$ cat src/core/ctsm_defs.svh
`ifndef CTSM_DEFS_SVH
`define CTSM_DEFS_SVH

`define CTSM_CODE_W 9
`define CTSM_ID_W 7
`define CTSM_CODE_RST 9'h000
`define CTSM_DIR_BIT 0
`define CTSM_TGT_BIT 7
`define CTSM_MSB_BIT 0
`define CTSM_NVCMD_NIB 4'h9
`define CTSM_BIT_CNT_LAST 3'h7
`define CTSM_CLK_MHZ 20

`endif

$ cat src/core/ctsm_pkg.sv
package ctsm_pkg;
  typedef enum logic [2:0] {
    CTSM_IDLE = 3'b000,
    CTSM_ADDR = 3'b001,
    CTSM_HIGH = 3'b010,
    CTSM_LOW = 3'b011,
    CTSM_IGNORE = 3'b100,
    CTSM_DONE = 3'b101
  } ctsm_state_t;

  typedef enum logic [0:0] {
    CTSM_MODE_PERSIST = 1'b0,
    CTSM_MODE_VOLATILE = 1'b1
  } ctsm_mode_t;
endpackage

$ cat src/core/ctsm_line_if.sv
`timescale 1ns/1ns
`default_nettype none
// synchronised bus line events handed from the front end to the decoder
interface ctsm_line_if;
  logic scl_rise;
  logic scl_fall;
  logic sda_lvl;
  logic start_det;
  logic stop_det;
  modport front (output scl_rise, scl_fall, sda_lvl, start_det, stop_det);
  modport core (input scl_rise, scl_fall, sda_lvl, start_det, stop_det);
endinterface
`default_nettype wire

$ cat src/core/ctsm_line_sync.sv
`timescale 1ns/1ns
`default_nettype none
// two-stage synchronisers and edge / start / stop detection
module ctsm_line_sync (
  input wire logic clk, // system clock
  input wire logic rst_n_s, // synchronised reset
  input wire logic scl_i, // raw clock pin
  input wire logic sda_i, // raw data pin
  ctsm_line_if.front ev // line events
);
  logic [1:0] scl_sq;
  logic [1:0] sda_sq;
  logic scl_q;
  logic sda_q;

  // ==========================================================
  // synchronisers
  always_ff @(posedge clk or negedge rst_n_s) begin
    if (!rst_n_s) begin
      scl_sq <= 2'h3;
      sda_sq <= 2'h3;
      scl_q <= 1'b1;
      sda_q <= 1'b1;
    end else begin
      scl_sq <= {scl_sq[0], scl_i};
      sda_sq <= {sda_sq[0], sda_i};
      scl_q <= scl_sq[1];
      sda_q <= sda_sq[1];
    end
  end

  // ==========================================================
  // events
  // sample on rising clock
  assign ev.scl_rise = scl_sq[1] & ~scl_q;
  assign ev.scl_fall = ~scl_sq[1] & scl_q;
  assign ev.sda_lvl = sda_sq[1];
  // start is data falling, clock high
  assign ev.start_det = scl_sq[1] & scl_q & sda_q & ~sda_sq[1];
  assign ev.stop_det = scl_sq[1] & scl_q & ~sda_q & sda_sq[1];
endmodule
`default_nettype wire

$ cat src/core/ctsm_top.sv
`timescale 1ns/1ns
`default_nettype none
`include "ctsm_defs.svh"
module ctsm_top #(
  parameter logic [`CTSM_ID_W-1:0] BUS_IDENTITY = 7'h2a, // arbitrary value
  parameter int CODE_W = `CTSM_CODE_W // capacitor code width
) (
  input wire logic mclk, // 20 mhz clock
  input wire logic rst_n, // power-up reset, async
  input wire logic scl_i, // serial clock pin
  input wire logic sda_i, // serial data pin level
  output logic sda_o, // data pin drive value
  output logic sda_oe, // data pin drive enable
  input wire logic [CODE_W-1:0] persistent_code_memory, // stored code
  output logic [CODE_W-1:0] capacitor_code, // code to capacitor
  output logic [CODE_W-1:0] volatile_code_reg, // volatile register
  output logic volatile_mode, // 1 = volatile mode
  output logic nv_write_req, // pulse: persistent write decoded
  output logic [7:0] nv_write_cfg_hi, // high byte of last write
  output logic [7:0] nv_write_cfg_lo, // low byte of last write
  output logic read_req // pulse: read addressed
);
  logic [1:0] rst_sq;
  logic rst_n_s;
  ctsm_line_if ev ();

  ctsm_pkg::ctsm_state_t st_q, st_d;
  ctsm_pkg::ctsm_mode_t mode_q, mode_d;
  logic [2:0] cnt_q, cnt_d;
  logic [7:0] sh_q, sh_d;
  logic [7:0] hi_q, hi_d;
  logic [7:0] lo_q, lo_d;
  logic [CODE_W-1:0] vr_q, vr_d;
  logic ack_q, ack_d;
  logic ackph_q, ackph_d;
  logic nvw_q, nvw_d;
  logic rd_q, rd_d;
  logic ack_drv_q;

  // ==========================================================
  // reset release
  always_ff @(posedge mclk or negedge rst_n) begin
    if (!rst_n) begin
      rst_sq <= 2'h0;
    end else begin
      rst_sq <= {rst_sq[0], 1'b1};
    end
  end
  assign rst_n_s = rst_sq[1];

  ctsm_line_sync u_sync (
    .clk(mclk),
    .rst_n_s(rst_n_s),
    .scl_i(scl_i),
    .sda_i(sda_i),
    .ev(ev)
  );

  function automatic logic is_nv_return(input logic [7:0] b);
    is_nv_return = (b[7:4] == `CTSM_NVCMD_NIB);
  endfunction

  // ==========================================================
  // byte engine and command decode
  always_comb begin
    logic [7:0] nb;
    nb = {sh_q[6:0], ev.sda_lvl};
    st_d = st_q;
    mode_d = mode_q;
    cnt_d = cnt_q;
    sh_d = sh_q;
    hi_d = hi_q;
    lo_d = lo_q;
    vr_d = vr_q;
    ack_d = ack_q;
    ackph_d = ackph_q;
    nvw_d = 1'b0;
    rd_d = 1'b0;
    if (ev.start_det) begin
      st_d = ctsm_pkg::CTSM_ADDR;
      cnt_d = 3'h0;
      ack_d = 1'b0;
      ackph_d = 1'b0;
    end else if (ev.stop_det) begin
      st_d = ctsm_pkg::CTSM_IDLE;
      ack_d = 1'b0;
      ackph_d = 1'b0;
    end else if (ackph_q) begin
      // an acked byte keeps this phase to the fall that ends the ack bit,
      // so the ack clock's rise is never shifted in as a data bit
      if (ev.scl_fall && (ack_drv_q || !ack_q)) begin
        ack_d = 1'b0;
        ackph_d = 1'b0;
      end
    end else if (ev.scl_rise) begin
      unique case (st_q)
        ctsm_pkg::CTSM_IDLE, ctsm_pkg::CTSM_IGNORE,
        ctsm_pkg::CTSM_DONE: begin
        end
        ctsm_pkg::CTSM_ADDR, ctsm_pkg::CTSM_HIGH,
        ctsm_pkg::CTSM_LOW: begin
          sh_d = nb;
          cnt_d = cnt_q + 3'h1;
          if (cnt_q == `CTSM_BIT_CNT_LAST) begin
            ackph_d = 1'b1;
            unique case (st_q)
              ctsm_pkg::CTSM_ADDR: begin
                if (nb[7:1] == BUS_IDENTITY) begin
                  ack_d = 1'b1;
                  if (nb[`CTSM_DIR_BIT]) begin
                    rd_d = 1'b1;
                    st_d = ctsm_pkg::CTSM_DONE;
                  end else begin
                    st_d = ctsm_pkg::CTSM_HIGH;
                  end
                end else begin
                  st_d = ctsm_pkg::CTSM_IGNORE;
                end
              end
              ctsm_pkg::CTSM_HIGH: begin
                ack_d = 1'b1;
                hi_d = nb;
                st_d = ctsm_pkg::CTSM_LOW;
              end
              default: begin
                ack_d = 1'b1;
                lo_d = nb;
                st_d = ctsm_pkg::CTSM_DONE;
                if (!hi_q[`CTSM_TGT_BIT]) begin
                  vr_d = {hi_q[`CTSM_MSB_BIT], nb};
                  mode_d = ctsm_pkg::CTSM_MODE_VOLATILE;
                end else if (is_nv_return(hi_q)) begin
                  mode_d = ctsm_pkg::CTSM_MODE_PERSIST;
                end else begin
                  nvw_d = 1'b1;
                end
              end
            endcase
          end
        end
        default: st_d = ctsm_pkg::CTSM_IDLE;
      endcase
    end
  end

  // ==========================================================
  // registers
  // persistent after reset; volatile cleared
  always_ff @(posedge mclk or negedge rst_n_s) begin
    if (!rst_n_s) begin
      st_q <= ctsm_pkg::CTSM_IDLE;
      mode_q <= ctsm_pkg::CTSM_MODE_PERSIST;
      cnt_q <= 3'h0;
      sh_q <= 8'h00;
      hi_q <= 8'h00;
      lo_q <= 8'h00;
      vr_q <= `CTSM_CODE_RST;
      ack_q <= 1'b0;
      ackph_q <= 1'b0;
      nvw_q <= 1'b0;
      rd_q <= 1'b0;
    end else begin
      st_q <= st_d;
      mode_q <= mode_d;
      cnt_q <= cnt_d;
      sh_q <= sh_d;
      hi_q <= hi_d;
      lo_q <= lo_d;
      vr_q <= vr_d;
      ack_q <= ack_d;
      ackph_q <= ackph_d;
      nvw_q <= nvw_d;
      rd_q <= rd_d;
    end
  end

  // ==========================================================
  // outputs
  // only data is ever driven, low only
  assign sda_o = 1'b0;
  // acknowledge waits for the falling edge so data changes with clock low
  always_ff @(posedge mclk or negedge rst_n_s) begin
    if (!rst_n_s) begin
      ack_drv_q <= 1'b0;
    end else if (ev.start_det || ev.stop_det) begin
      ack_drv_q <= 1'b0;
    end else if (ev.scl_fall) begin
      ack_drv_q <= ackph_q & ack_q & ~ack_drv_q;
    end
  end
  assign sda_oe = ack_drv_q;
  assign capacitor_code = (mode_q == ctsm_pkg::CTSM_MODE_VOLATILE) ?
                          vr_q : persistent_code_memory;
  assign volatile_code_reg = vr_q;
  assign volatile_mode = (mode_q == ctsm_pkg::CTSM_MODE_VOLATILE);
  assign nv_write_req = nvw_q;
  assign nv_write_cfg_hi = hi_q;
  assign nv_write_cfg_lo = lo_q;
  assign read_req = rd_q;
endmodule
`default_nettype wire

$ cat config.mk
export PLATFORM = sky130hd
export DESIGN_NAME = ctsm_top
export DESIGN_NICKNAME = d
export VERILOG_FILES = /design/src/core/ctsm_pkg.sv /design/src/core/ctsm_line_if.sv /design/src/core/ctsm_line_sync.sv /design/src/core/ctsm_top.sv
export VERILOG_INCLUDE_DIRS = /design/src /design/src/core
export SDC_FILE = /design/constraint.sdc
export NUM_CORES = 1
export LEC_CHECK = 0
export BUFFER_PORTS_ARGS = -buffer_cell sky130_fd_sc_hd__buf_2
export CAP_MARGIN = 20
export CELL_PAD_IN_SITES_DETAIL_PLACEMENT = 1
export CELL_PAD_IN_SITES_GLOBAL_PLACEMENT = 1
export CORE_ASPECT_RATIO = 0.6
export CORE_MARGIN = 5
export CORE_UTILIZATION = 48
export CTS_BUF_LIST = sky130_fd_sc_hd__clkbuf_2
export CTS_CLUSTER_SIZE = 16
export DETAILED_ROUTE_END_ITERATION = 8
export GPL_ROUTABILITY_DRIVEN = 0
export PLACE_DENSITY_LB_ADDON = 0.12
export REMOVE_ABC_BUFFERS = 1
export SLEW_MARGIN = 0
export SYNTH_ARGS = -nofsm -noshare
export SYNTH_HDL_FRONTEND = slang
export SYNTH_SLANG_ARGS = --single-unit
$ cat constraint.sdc
create_clock -name mclk -period 2.7 [get_ports mclk]
set_input_delay 0.54 -clock mclk [delete_from_list [all_inputs] [get_ports mclk]]
set_output_delay 0.54 -clock mclk [all_outputs]
set_load 0.02 [all_outputs]
=== After elaboration in Yosys (flattened, before gate mapping) ===
Cells that the tools add are included.

* Add/sub/neg operators: 1
* Eq/ne operators: 16
* Muxes and demuxes: 53
* Bitwise gates (word level): 19
* Reductions and logical operators: 23

{| class="wikitable"
|+ Operators by type and width
! operator !! count
|-
| two-way mux 1 bit || 38
|-
| two-way mux 3 bit || 12
|-
| AND reduction 8 bit || 2
|-
| AND reduction 7 bit || 2
|-
| one-hot mux 3 bit (2 select lines) || 2
|-
| nonzero test 4 bit || 3
|-
| inverter 1 bit || 10
|-
| AND reduction 5 bit || 2
|-
| bitwise AND 1 bit || 9
|-
| == test 3 bit, second input constant || 3
|-
| two-way mux 9 bit || 1
|-
| AND reduction 4 bit || 2
|-
| == test 7 x 6 -> 1 bit, second input constant || 1
|-
| == test 3 x 2 -> 1 bit, second input constant || 2
|-
| != test 3 bit, second input constant || 2
|-
| nonzero test 2 bit || 3
|-
| OR reduction 3 bit || 2
|-
| != test 5 bit, second input constant || 1
|-
| == test 4 bit, second input constant || 1
|-
| != test 2 bit, second input constant || 2
|-
| != test 4 x 3 -> 1 bit, second input constant || 1
|-
| != test 4 bit, second input constant || 1
|-
| adder 3 x 1 -> 3 bit, second input constant || 1
|-
| == test 3 x 1 -> 1 bit, second input constant || 1
|-
| 7 further kinds || 8
|}

* Bits in registers: 52
* Input port bits: 13
* Output and inout bits: 39
* Word-level logic and storage cells: 129

=== Logic depth before layout (Yosys ltp) ===
Gate-level depths: netlist of run 1.

* Depth after elaboration: 10
* Gate-level depth with buffers: 6
* Gate-level depth less buffers: 6

=== Modules after synthesis ===
Synthesis of run 1 repeated with hierarchy kept, for this count alone.

* Cells, all modules: 173
* Area, all modules: 2352.3 um2

{| class="wikitable"
|+ Modules (own cells, without submodules)
! module !! instances !! cells an instance !! area each (um2) !! seq. area each (um2)
|-
| ctsm_top || 1 || 163 || 2162.1 || 1151.1
|-
| ctsm_line_sync || 1 || 10 || 190.2 || 157.7
|}

=== Worst setup path before layout of run 1 ===
No wires, ideal clock.

* Path kind: register to register
* From: register u_sync.scl_sq[1]
* To: register vr_q[0], in the netlist volatile_code_reg[0]
* Library setup time: 0.125 ns
* Arrival time: 1.740 ns
* Data required time: 2.575 ns
* Path slack: 0.836 ns
* Stages on the path, launching flop included: 5
* Path buffers: 1
* Clock period less this slack: 1.864 ns
* Cells stage by stage: dfstp_2 or3b_1 buf_2 nor3_4 mux2_2

* Cells in the longest elaborated chain, start to end: 5
* Elaborated cells on any way between the ends: 9
* Classes of those cells: 8 x bitwise; 1 x reduce/logical

{| class="wikitable"
|+ RTL lines
! item !! line !! source
|-
| start, declared || ctsm_line_sync.sv:11 || <nowiki>logic [1:0] scl_sq;</nowiki>
|-
| start signal, assigned || ctsm_line_sync.sv:25 || <nowiki>scl_sq <= {scl_sq[0], scl_i};</nowiki>
|-
| bitwise AND 1 bit || ctsm_line_sync.sv:39, ctsm_line_sync.sv:40 ||
|-
| bitwise AND 1 bit, on equally long branches (2 in series) || ctsm_line_sync.sv:40, ctsm_line_sync.sv:39 ||
|-
| inverter 1 bit (no line) || n/a ||
|-
| AND reduction 8 bit (no line) (*) || n/a ||
|-
| end signal, assigned || ctsm_top.sv:157 || <nowiki>vr_q <= `CTSM_CODE_RST;</nowiki>
|-
| end signal, assigned || ctsm_top.sv:169 || <nowiki>vr_q <= vr_d;</nowiki>
|-
| end, declared || ctsm_top.sv:33 || <nowiki>logic [CODE_W-1:0] vr_q, vr_d;</nowiki>
|}

Every way passes the cells marked *; elsewhere a longest branch is shown, timed or not.
A chain may end at the register's enable or synchronous reset.

=== Worst setup path after layout of run 1 ===
* From: register mode_q, in the netlist volatile_mode
* To: output port capacitor_code[5]

* Cells in the longest elaborated chain, start to end: 1

{| class="wikitable"
|+ RTL lines
! item !! line !! source
|-
| start, declared || ctsm_top.sv:28 || <nowiki>ctsm_pkg::ctsm_mode_t mode_q, mode_d;</nowiki>
|-
| start signal, assigned || ctsm_top.sv:152 || <nowiki>mode_q <= ctsm_pkg::CTSM_MODE_PERSIST;</nowiki>
|-
| start signal, assigned || ctsm_top.sv:164 || <nowiki>mode_q <= mode_d;</nowiki>
|-
| two-way mux 9 bit || ctsm_top.sv:192 || <nowiki>assign capacitor_code = (mode_q == ctsm_pkg::CTSM_MODE_VOLATILE) ?</nowiki>
|-
| end, declared || ctsm_top.sv:15 || <nowiki>output logic [CODE_W-1:0] capacitor_code,</nowiki>
|}

No other way between the ends.

==> flow_metrics.tcl, run 1 <==
set metrics [dict create \
    max-cap-violations 0 \
    largest_reg_flops 9 \
    coreArea_um2 4517 \
    cts_buffers 5 \
    synth_area_per_cell_um2 13.86 \
    synth_top_area_share 0.5224 \
    io_pins 52 \
    port_buffers 50 \
    syn2layout_area_growth_pct 17.15 \
    drt_wl_total_um 4954 \
    reg2regPathDepth 4 \
    ys_seq_elements 52 \
    overflow 0 \
    drt_first_pass_iters 4 \
    synth_edf_count 0 \
    setup_viol 0 \
    cp-end-kind "output port" \
    root_buffer "clkbuf_2" \
    cts_resized 0 \
    r2r_start "u_sync.scl_sq[1]" \
    drive_gt1_frac 0.5234 \
    die_width_um 97.47 \
    vias_per_cell 5.188 \
    place_ws_ns 0.5704 \
    rsz0062_at_grt "no" \
    post_cts_buffers 0 \
    setup_tns_ns 0 \
    tightest_slew_ns 0.5703 \
    cts_buffer_depth 2 \
    grt_pass1_vias 1634 \
    grt_use_total 0.1723 \
    netlist_instances 159 \
    worst-r2r-setup-slack_ns 0.56 \
    synthFlopType "dfrtp_1" \
    status "completed" \
    synth_area_leaders "dfrtp_1, mux2_2, dfstp_2, nor2_1, nand2_1" \
    p_leak_nw 1.323 \
    dp_hpwl_um 3635 \
    hold_viol_final 0 \
    period_needed_ns 2.205 \
    syn-cell-area_um2 2203 \
    clock.fmax_mhz 453.4 \
    cts_max_level 2 \
    peakVddDrop_uv 385.3 \
    synthArstFlopShare 1.000 \
    cts_tree "built" \
    grt_pass1_wl_um 8383 \
    max-slew-margin-rel 0.6144 \
    detail-route-antenna-nets 0 \
    cts_sinks 52 \
    num_vias 1437 \
    grt_max_degree 51 \
    core.rowCount 19 \
    crit_arrival_ns 1.67 \
    critPathRequiredTime_ns 2.16 \
    path_class "flop to output port" \
    antenna_found_initial 0 \
    synth_common_cells "dfrtp_1, mux2_2, nor2_1, nand2_1, dfstp_2" \
    drc 0 \
    initial_core_util 0.4878 \
    slew_viol_final 0 \
    die_area_um2 6090 \
    cts_hold_buffers 1 \
    synth_top_area_cell "dfrtp_1" \
    hold_class "flop to async pin" \
    diodes 0 \
    drt-initial-drc-count 67 \
    wl_per_cell_um 17.88 \
    setup_slack_ns 0.4945 \
    fin_crit_sh 0.8168 \
    yosysMostFrequentCell "dfrtp_1" \
    clkTransAtPathRegs_ns 0.26 \
    ys_seq_area_frac 0.5940 \
    start_kind "flop" \
    power.density_nw_per_um2 557.0 \
    clk_latency_ns 0.43 \
    num-fill-cells 486 \
    nets 228 \
    die_h_um 62.48 \
    yosysWarnings 0 \
    ys_types 41 \
    skew_ns 0.01661 \
    cp_max_fo 11 \
    r2r_end "nv_write_cfg_hi[2]" \
]
-- final cells by class --
type | count | area [µm²] | share of cell area
Clock inverter | 2 | 11.26 | 0.004363
Tap cell | 63 | 78.83 | 0.03054
Clock buffer | 6 | 30.03 | 0.01163
Inverter | 2 | 7.507 | 0.002908
Timing Repair Buffer | 53 | 287.8 | 0.1115
Sequential cell | 52 | 1310 | 0.5075
Multi-Input combinational cell | 99 | 855.8 | 0.3316
-- metrics by stage --
step / total power, mW / util / instances / area, µm² / hold WS (ns)
floorplan: 1.058 / - / 153 / 2172 / 0.2444
global placement: 1.118 / 0.5557 / 267 / 2510 / 0.3239
CTS: 1.445 / 0.5670 / 276 / 2561 / 0.1559
detailed placement: 1.140 / 0.5557 / 267 / 2510 / 0.3290
finish: 1.438 / 0.5715 / 277 / 2581 / 0.09855
global route: 1.526 / 0.5715 / 277 / 2581 / 0.1151
-- worst max-delay path by stage --
| stage | startpoint | end | slack [ns] | cells past startpoint |
|---|---|---|---|---|
| 2_1_floorplan | u_sync.scl_sq[1] | sh_q[0] | 0.64 | 3 |
| 5_1_grt | volatile_mode | capacitor_code[3] | 0.35 | 2 |
| 6_report | volatile_mode | capacitor_code[5] | 0.49 | 2 |
| 3_3_place_gp | u_sync.scl_sq[1] | volatile_code_reg[8] | 0.71 | 3 |
| 3_5_place_dp | u_sync.scl_sq[1] | nv_write_cfg_hi[1] | 0.57 | 4 |
| 4_1_cts | volatile_mode | capacitor_code[5] | 0.46 | 2 |
-- layout by cell type (no fill, tap or decap), types with 2 or more instances in the layout --
master,instances
nand3_1,2
buf_2,50
nor2_1,8
mux2i_1,2
ha_1,2
dfrtp_1,45
nand2_1,7
o21ai_0,2
clkbuf_2,6
a21oi_1,3
mux2_2,42
inv_1,2
a21o_1,2
dfstp_2,6
conb_1,2
nand4b_1,2
and3_1,2
-- cell families (layout without fill, tap and decap cells) --
family / Yosys count / count (layout) / synth area share
muxes: 44 / 44 / 0.2237
DFF: 52 / 52 / 0.5940
other: 2 / 2 / 0.003408
adders and majority gates: 2 / 2 / 0.01136
AOI/OAI and AO/OA: 14 / 14 / 0.04486
and+or+nand+nor: 36 / 36 / 0.1011
xor gates and xnor gates: 1 / 1 / 0.003976
buffers and inverters: 8 / 63 / 0.01760
-- critical path, stage by stage, from the launching register on --
cell and delay (ns):
dfrtp_1 0.68, mux2_2 0.39, buf_2 0.16
-- per-layer routing --
metal  global-route usage  share of wire  routed length [µm]  vias to the layer above
met5                    0              0                   0                        -
met4              0.04145         0.0081                  40                        0
met3              0.05909          0.061                 304                        5
met2               0.2790           0.47                2320                       38
met1               0.2238           0.46                2288                      722
li1                     -              -                   -                      672
-- power by group --
part           switching (mW)  leakage (nW)  internal, mW
logic                  0.0848         0.607        0.0961
registers              0.0964         0.688         0.854
clock network           0.242        0.0266        0.0645
total                   0.423          1.32          1.01
(Power assumes the default switching activity.)
==> inputs of run 2 (changes only) <==
--- a/config.mk
+++ b/config.mk
@@ -12,7 +12,7 @@
 export CELL_PAD_IN_SITES_GLOBAL_PLACEMENT = 1
 export CORE_ASPECT_RATIO = 0.6
 export CORE_MARGIN = 5
-export CORE_UTILIZATION = 48
+export CORE_UTILIZATION = 44
 export CTS_BUF_LIST = sky130_fd_sc_hd__clkbuf_2
 export CTS_CLUSTER_SIZE = 16
 export DETAILED_ROUTE_END_ITERATION = 8
==> constraint.sdc (replaced) <==
create_clock -name mclk -period 2.3 [get_ports mclk]
set_input_delay 0.46 -clock mclk [delete_from_list [all_inputs] [get_ports mclk]]
set_output_delay 0.46 -clock mclk [all_outputs]
set_load 0.02 [all_outputs]
==> run 2 against run 1 <==
  * Count of clock-buffer cells in the layout did not move
  * Total power increased by 17%
  * First-iteration DRC count fell by 63%
  * Final cell count up 0.72%
  * Highest routed layer unchanged
  * Clock skew grew 0.0060 ns
==> flow_metrics.tcl, run 2 (synthesis results as in run 1) <==
set metrics [dict create \
    drt-initial-drc-count 25 \
    wl_per_cell_um 17.60 \
    layout.cells.non_filler 279 \
    crit_arrival_ns 1.65 \
    die_width_um 101.4 \
    hold_class "input pin to flop" \
    drt_wl_total_um 4911 \
    cts_max_level 2 \
    coreArea_um2 4707 \
    port_buffers 50 \
    nets 230 \
    place_inst 270 \
    critPathRequiredTime_ns 1.84 \
    drt_first_pass_iters 4 \
    cts_buffers 5 \
    cp_slowest_cell "dfrtp_1" \
    grt_max_degree 26 \
    start_kind "flop" \
    final_cell_mix "buf_2, dfrtp_1, mux2_2" \
    root_buffer "clkbuf_2" \
    io_pins 52 \
    largest_reg_flops 9 \
    post_cts_buffers 0 \
    skew_ns 0.02266 \
    grt_use_total 0.1620 \
    peakVddDrop_uv 275.9 \
    path_class "flop to output port" \
    layout_commonest_cell "buf_2" \
    setup_slack_ns 0.1871 \
    cts_buffer_depth 2 \
    die_area_um2 6569 \
    p_leak_nw 1.332 \
    cts_tree "built" \
    clkTransAtPathRegs_ns 0.24 \
    cts_sinks 52 \
    syn2layout_area_growth_pct 17.32 \
    drive_gt1_frac 0.5278 \
    dp_hpwl_um 3700 \
    max-cap-violations 0 \
    place_ws_ns 0.2637 \
    cts_resized 0 \
    tightest_slew_ns 0.5562 \
    overflow 0 \
    cpPeakStageDelay_ns 0.68 \
    diodes 0 \
    drc 0 \
    max-slew-margin-rel 0.6292 \
    power.density_nw_per_um2 652.7 \
    fin_crit_sh 0.9187 \
    detail-route-antenna-nets 0 \
    utilization 0.5492 \
    clk_latency_ns 0.44 \
    setup_tns_ns 0 \
    setup_viol 0 \
    cp_max_fo 11 \
    clock.fmax_mhz 473.3 \
    cp-end-kind "output port" \
    vias_per_cell 5.254 \
    period_needed_ns 2.113 \
    hold_viol_final 0 \
    grt_pass1_wl_um 8224 \
    slew_viol_final 0 \
    die_h_um 64.82 \
    cp_cell_sequence "mux2_2 > buf_2" \
    power_mw 1.687 \
    status "completed" \
    cts_hold_buffers 1 \
    grt_pass1_vias 1591 \
    rsz0062_at_grt "no" \
    initial_core_util 0.4681 \
    num_vias 1466 \
    antenna_found_initial 0 \
    core.rowCount 19 \
]
[run 2: cell count changes in the layout (fill, tap and decap cells not counted)]
cell | before | now
buf_4 | 1 | 4
buf_12 | 1 | 0
clkinv_4 | 0 | 1
clkinvlp_4 | 1 | 0
[run 2: area by class of cell]
type | count | area (µm²)
Tap cell | 63 | 78.83
Clock inverter | 2 | 12.51
Timing Repair Buffer | 55 | 290.3
Fill cell | 495 | 2122
Clock buffer | 6 | 30.03
Inverter | 2 | 7.507
Sequential cell | 52 | 1310
Multi-Input combinational cell | 99 | 855.8
[run 2: per-stage QoR]
stage | hold WS (ns) | area (µm²)
floorplan | 0.1644 | 2172
global placement | 0.2441 | 2532
detailed placement | 0.2475 | 2532
CTS | 0.05426 | 2585
global route | 0.02206 | 2585
finish | 0.08536 | 2585
[run 2: final timing paths]
kind | start | end | slack (ns) | depth (start not counted)
worst max-delay path | volatile_mode | capacitor_code[6] | 0.19 | 2
worst min-delay path | sda_i | u_sync.sda_sq[0] | 0.09 | 1
worst max register to register | u_sync.scl_sq[1] | nv_write_cfg_hi[5] | 0.24 | 4
worst min register to register | rst_sq[1] | sh_q[0] | 0.25 | 0
max in group asynchronous | rst_sq[1] | u_sync.sda_sq[1] | 1.38 | 1
min in group asynchronous | rst_sq[1] | sh_q[0] | 0.25 | 0
[run 2: power by group]
part           switching [mW]  leakage, nW  internal [mW]
Clock                   0.284       0.0306         0.0787
Combinational          0.0931        0.613          0.111
Sequential              0.119        0.688           1.00
Total                   0.496         1.33           1.19
[run 2: metal layers]
layer	vias to the layer above	share of wire	GRT usage
li1	678	-	-
met1	734	0.47	0.2257
met2	47	0.46	0.2492
met3	7	0.064	0.04823
met4	0	0.0092	0.04146
met5	-	0	0
[run 2: critical path, delay by kind of cell (launching register included)]
kind	cells	cell delay, ns
muxes	1	0.40
buffers and inverters	1	0.16
DFF	1	0.68
==> inputs of run 3 (changes only) <==
--- a/config.mk
+++ b/config.mk
@@ -17,7 +17,7 @@
 export CTS_CLUSTER_SIZE = 16
 export DETAILED_ROUTE_END_ITERATION = 8
 export GPL_ROUTABILITY_DRIVEN = 0
-export PLACE_DENSITY_LB_ADDON = 0.12
+export PLACE_DENSITY = 0.83
 export REMOVE_ABC_BUFFERS = 1
 export SLEW_MARGIN = 0
 export SYNTH_ARGS = -nofsm -noshare
==> run 3 against run 2 <==
  * Via count rose by 2.8%
  * Total power rose by 7.1%
  * Sequential share of layout area fell by 0.58 points
  * Non-clock buffer count up 1
  * Critical endpoint unchanged
  * Die area unchanged
  * Final cell count increased by 0.36%
  * Critical path depth is the same
  * Sequential power hardly changed
  * Design area rose by 1.2%
  * Count of clock-buffer cells in the layout unchanged
==> flow_metrics.tcl, run 3 (synthesis results as in run 1) <==
set metrics [dict create \
    status "completed" \
    grt_max_degree 33 \
    vias_per_cell 5.382 \
    cp_max_fo 11 \
    fin_crit_sh 0.9428 \
    port_buffers 50 \
    cts_sinks 52 \
    max-slew-margin-rel 0.5315 \
    drc 0 \
    grt_use_total 0.1712 \
    multi_input_area_um2 855.8 \
    syn2layout_area_growth_pct 18.68 \
    setup_tns_ns 0 \
    place_inst 271 \
    drt_wl_total_um 5182 \
    die_area_um2 6569 \
    register_area_um2 1310 \
    p_leak_nw 1.350 \
    slew_viol_final 0 \
    clk_latency_ns 0.45 \
    dp_hpwl_um 3893 \
    start_kind "flop" \
    drt-initial-drc-count 46 \
    diodes 0 \
    crit_arrival_ns 1.71 \
    layout.cells.non_filler 280 \
    post_cts_buffers 0 \
    fin_hold_ws_ns 0.07444 \
    cts_buffer_depth 2 \
    fin_area_um2 2615 \
    tightest_slew_ns 0.7028 \
    largest_reg_flops 9 \
    place_ws_ns 0.2506 \
    cts_tree "built" \
    hold_depth 1 \
    cts_buffers 5 \
    initial_core_util 0.4681 \
    dpl-instance-area_um2 2540 \
    cp-end-kind "output port" \
    root_buffer "clkbuf_2" \
    reg2regPathDepth 4 \
    coreArea_um2 4707 \
    io_pins 52 \
    hold_class "input pin to flop" \
    nets 231 \
    clock.fmax_mhz 461.1 \
    wl_per_cell_um 18.51 \
    die_h_um 64.82 \
    cts_max_level 2 \
    layout_commonest_cell "buf_2" \
    path_class "flop to output port" \
    antenna_found_initial 0 \
    peakVddDrop_uv 390.5 \
    die_width_um 101.4 \
    drt_first_pass_iters 4 \
    overflow 0 \
    hold_viol_final 0 \
    num_vias 1507 \
    grt_pass1_wl_um 8631 \
    setup_slack_ns 0.1314 \
    drive_gt1_frac 0.5346 \
    power.density_nw_per_um2 691.1 \
    rsz0062_at_grt "no" \
    clkTransAtPathRegs_ns 0.26 \
    period_needed_ns 2.169 \
    setup_viol 0 \
    detail-route-antenna-nets 0 \
    final_cell_mix "buf_2, dfrtp_1, mux2_2" \
    cts_resized 0 \
    num-fill-cells 498 \
    max-cap-violations 0 \
    critPathRequiredTime_ns 1.84 \
    skew_ns 0.02564 \
    core.rowCount 19 \
    grt_pass1_vias 1697 \
]
-- run 3: critical path, cell delays in order (launching register included) --
cell,delay (ns)
dfrtp_1,0.69
mux2_2,0.40
buf_2,0.17
-- run 3: cell type report --
cell class	instances	share of cell area
clock buffer	6	0.01148
tap	63	0.03014
sequential	52	0.5010
timing repair buffer	56	0.1139
multi-input combinational	99	0.3273
inverter	2	0.002871
clock inverter	2	0.01340
-- run 3: timing repair --
item	CTS	global route
endpoints found under the setup margin	0	0
hold buffers	1	0
endpoints found under the hold margin	2	0
-- run 3: worst paths after layout --
| path | start | end | slack [ns] |
|---|---|---|---|
| worst max-delay path | volatile_mode | capacitor_code[6] | 0.13 |
| worst min register to register | rst_sq[1] | sh_q[1] | 0.32 |
| worst min-delay path | scl_i | u_sync.scl_sq[0] | 0.07 |
| max in group asynchronous | rst_sq[1] | u_sync.scl_sq[1] | 1.25 |
| min in group asynchronous | rst_n | rst_sq[1] | 0.27 |
| worst max register to register | u_sync.scl_sq[1] | nv_write_cfg_hi[3] | 0.23 |
-- run 3: where the power goes --
part	switching, mW	total [mW]	internal (mW)
Combinational	0.0965	0.208	0.112
Sequential	0.128	1.13	1.00
Clock	0.283	0.470	0.187
Total	0.507	1.81	1.30
-- run 3: through the flow --
| step | total power [mW] | utilization |
|---|---|---|
| global route | 1.914 | 0.5556 |
| CTS | 1.825 | 0.5556 |
| detailed placement | 1.352 | 0.5396 |
| floorplan | 1.242 | - |
| global placement | 1.314 | 0.5396 |
| finish | 1.807 | 0.5556 |
-- run 3: metal layers --
layer / part of all wire / GRT usage
met1: 0.45 / 0.2339
met2: 0.48 / 0.2687
met3: 0.053 / 0.04502
met4: 0.014 / 0.05307
met5: 0 / 0
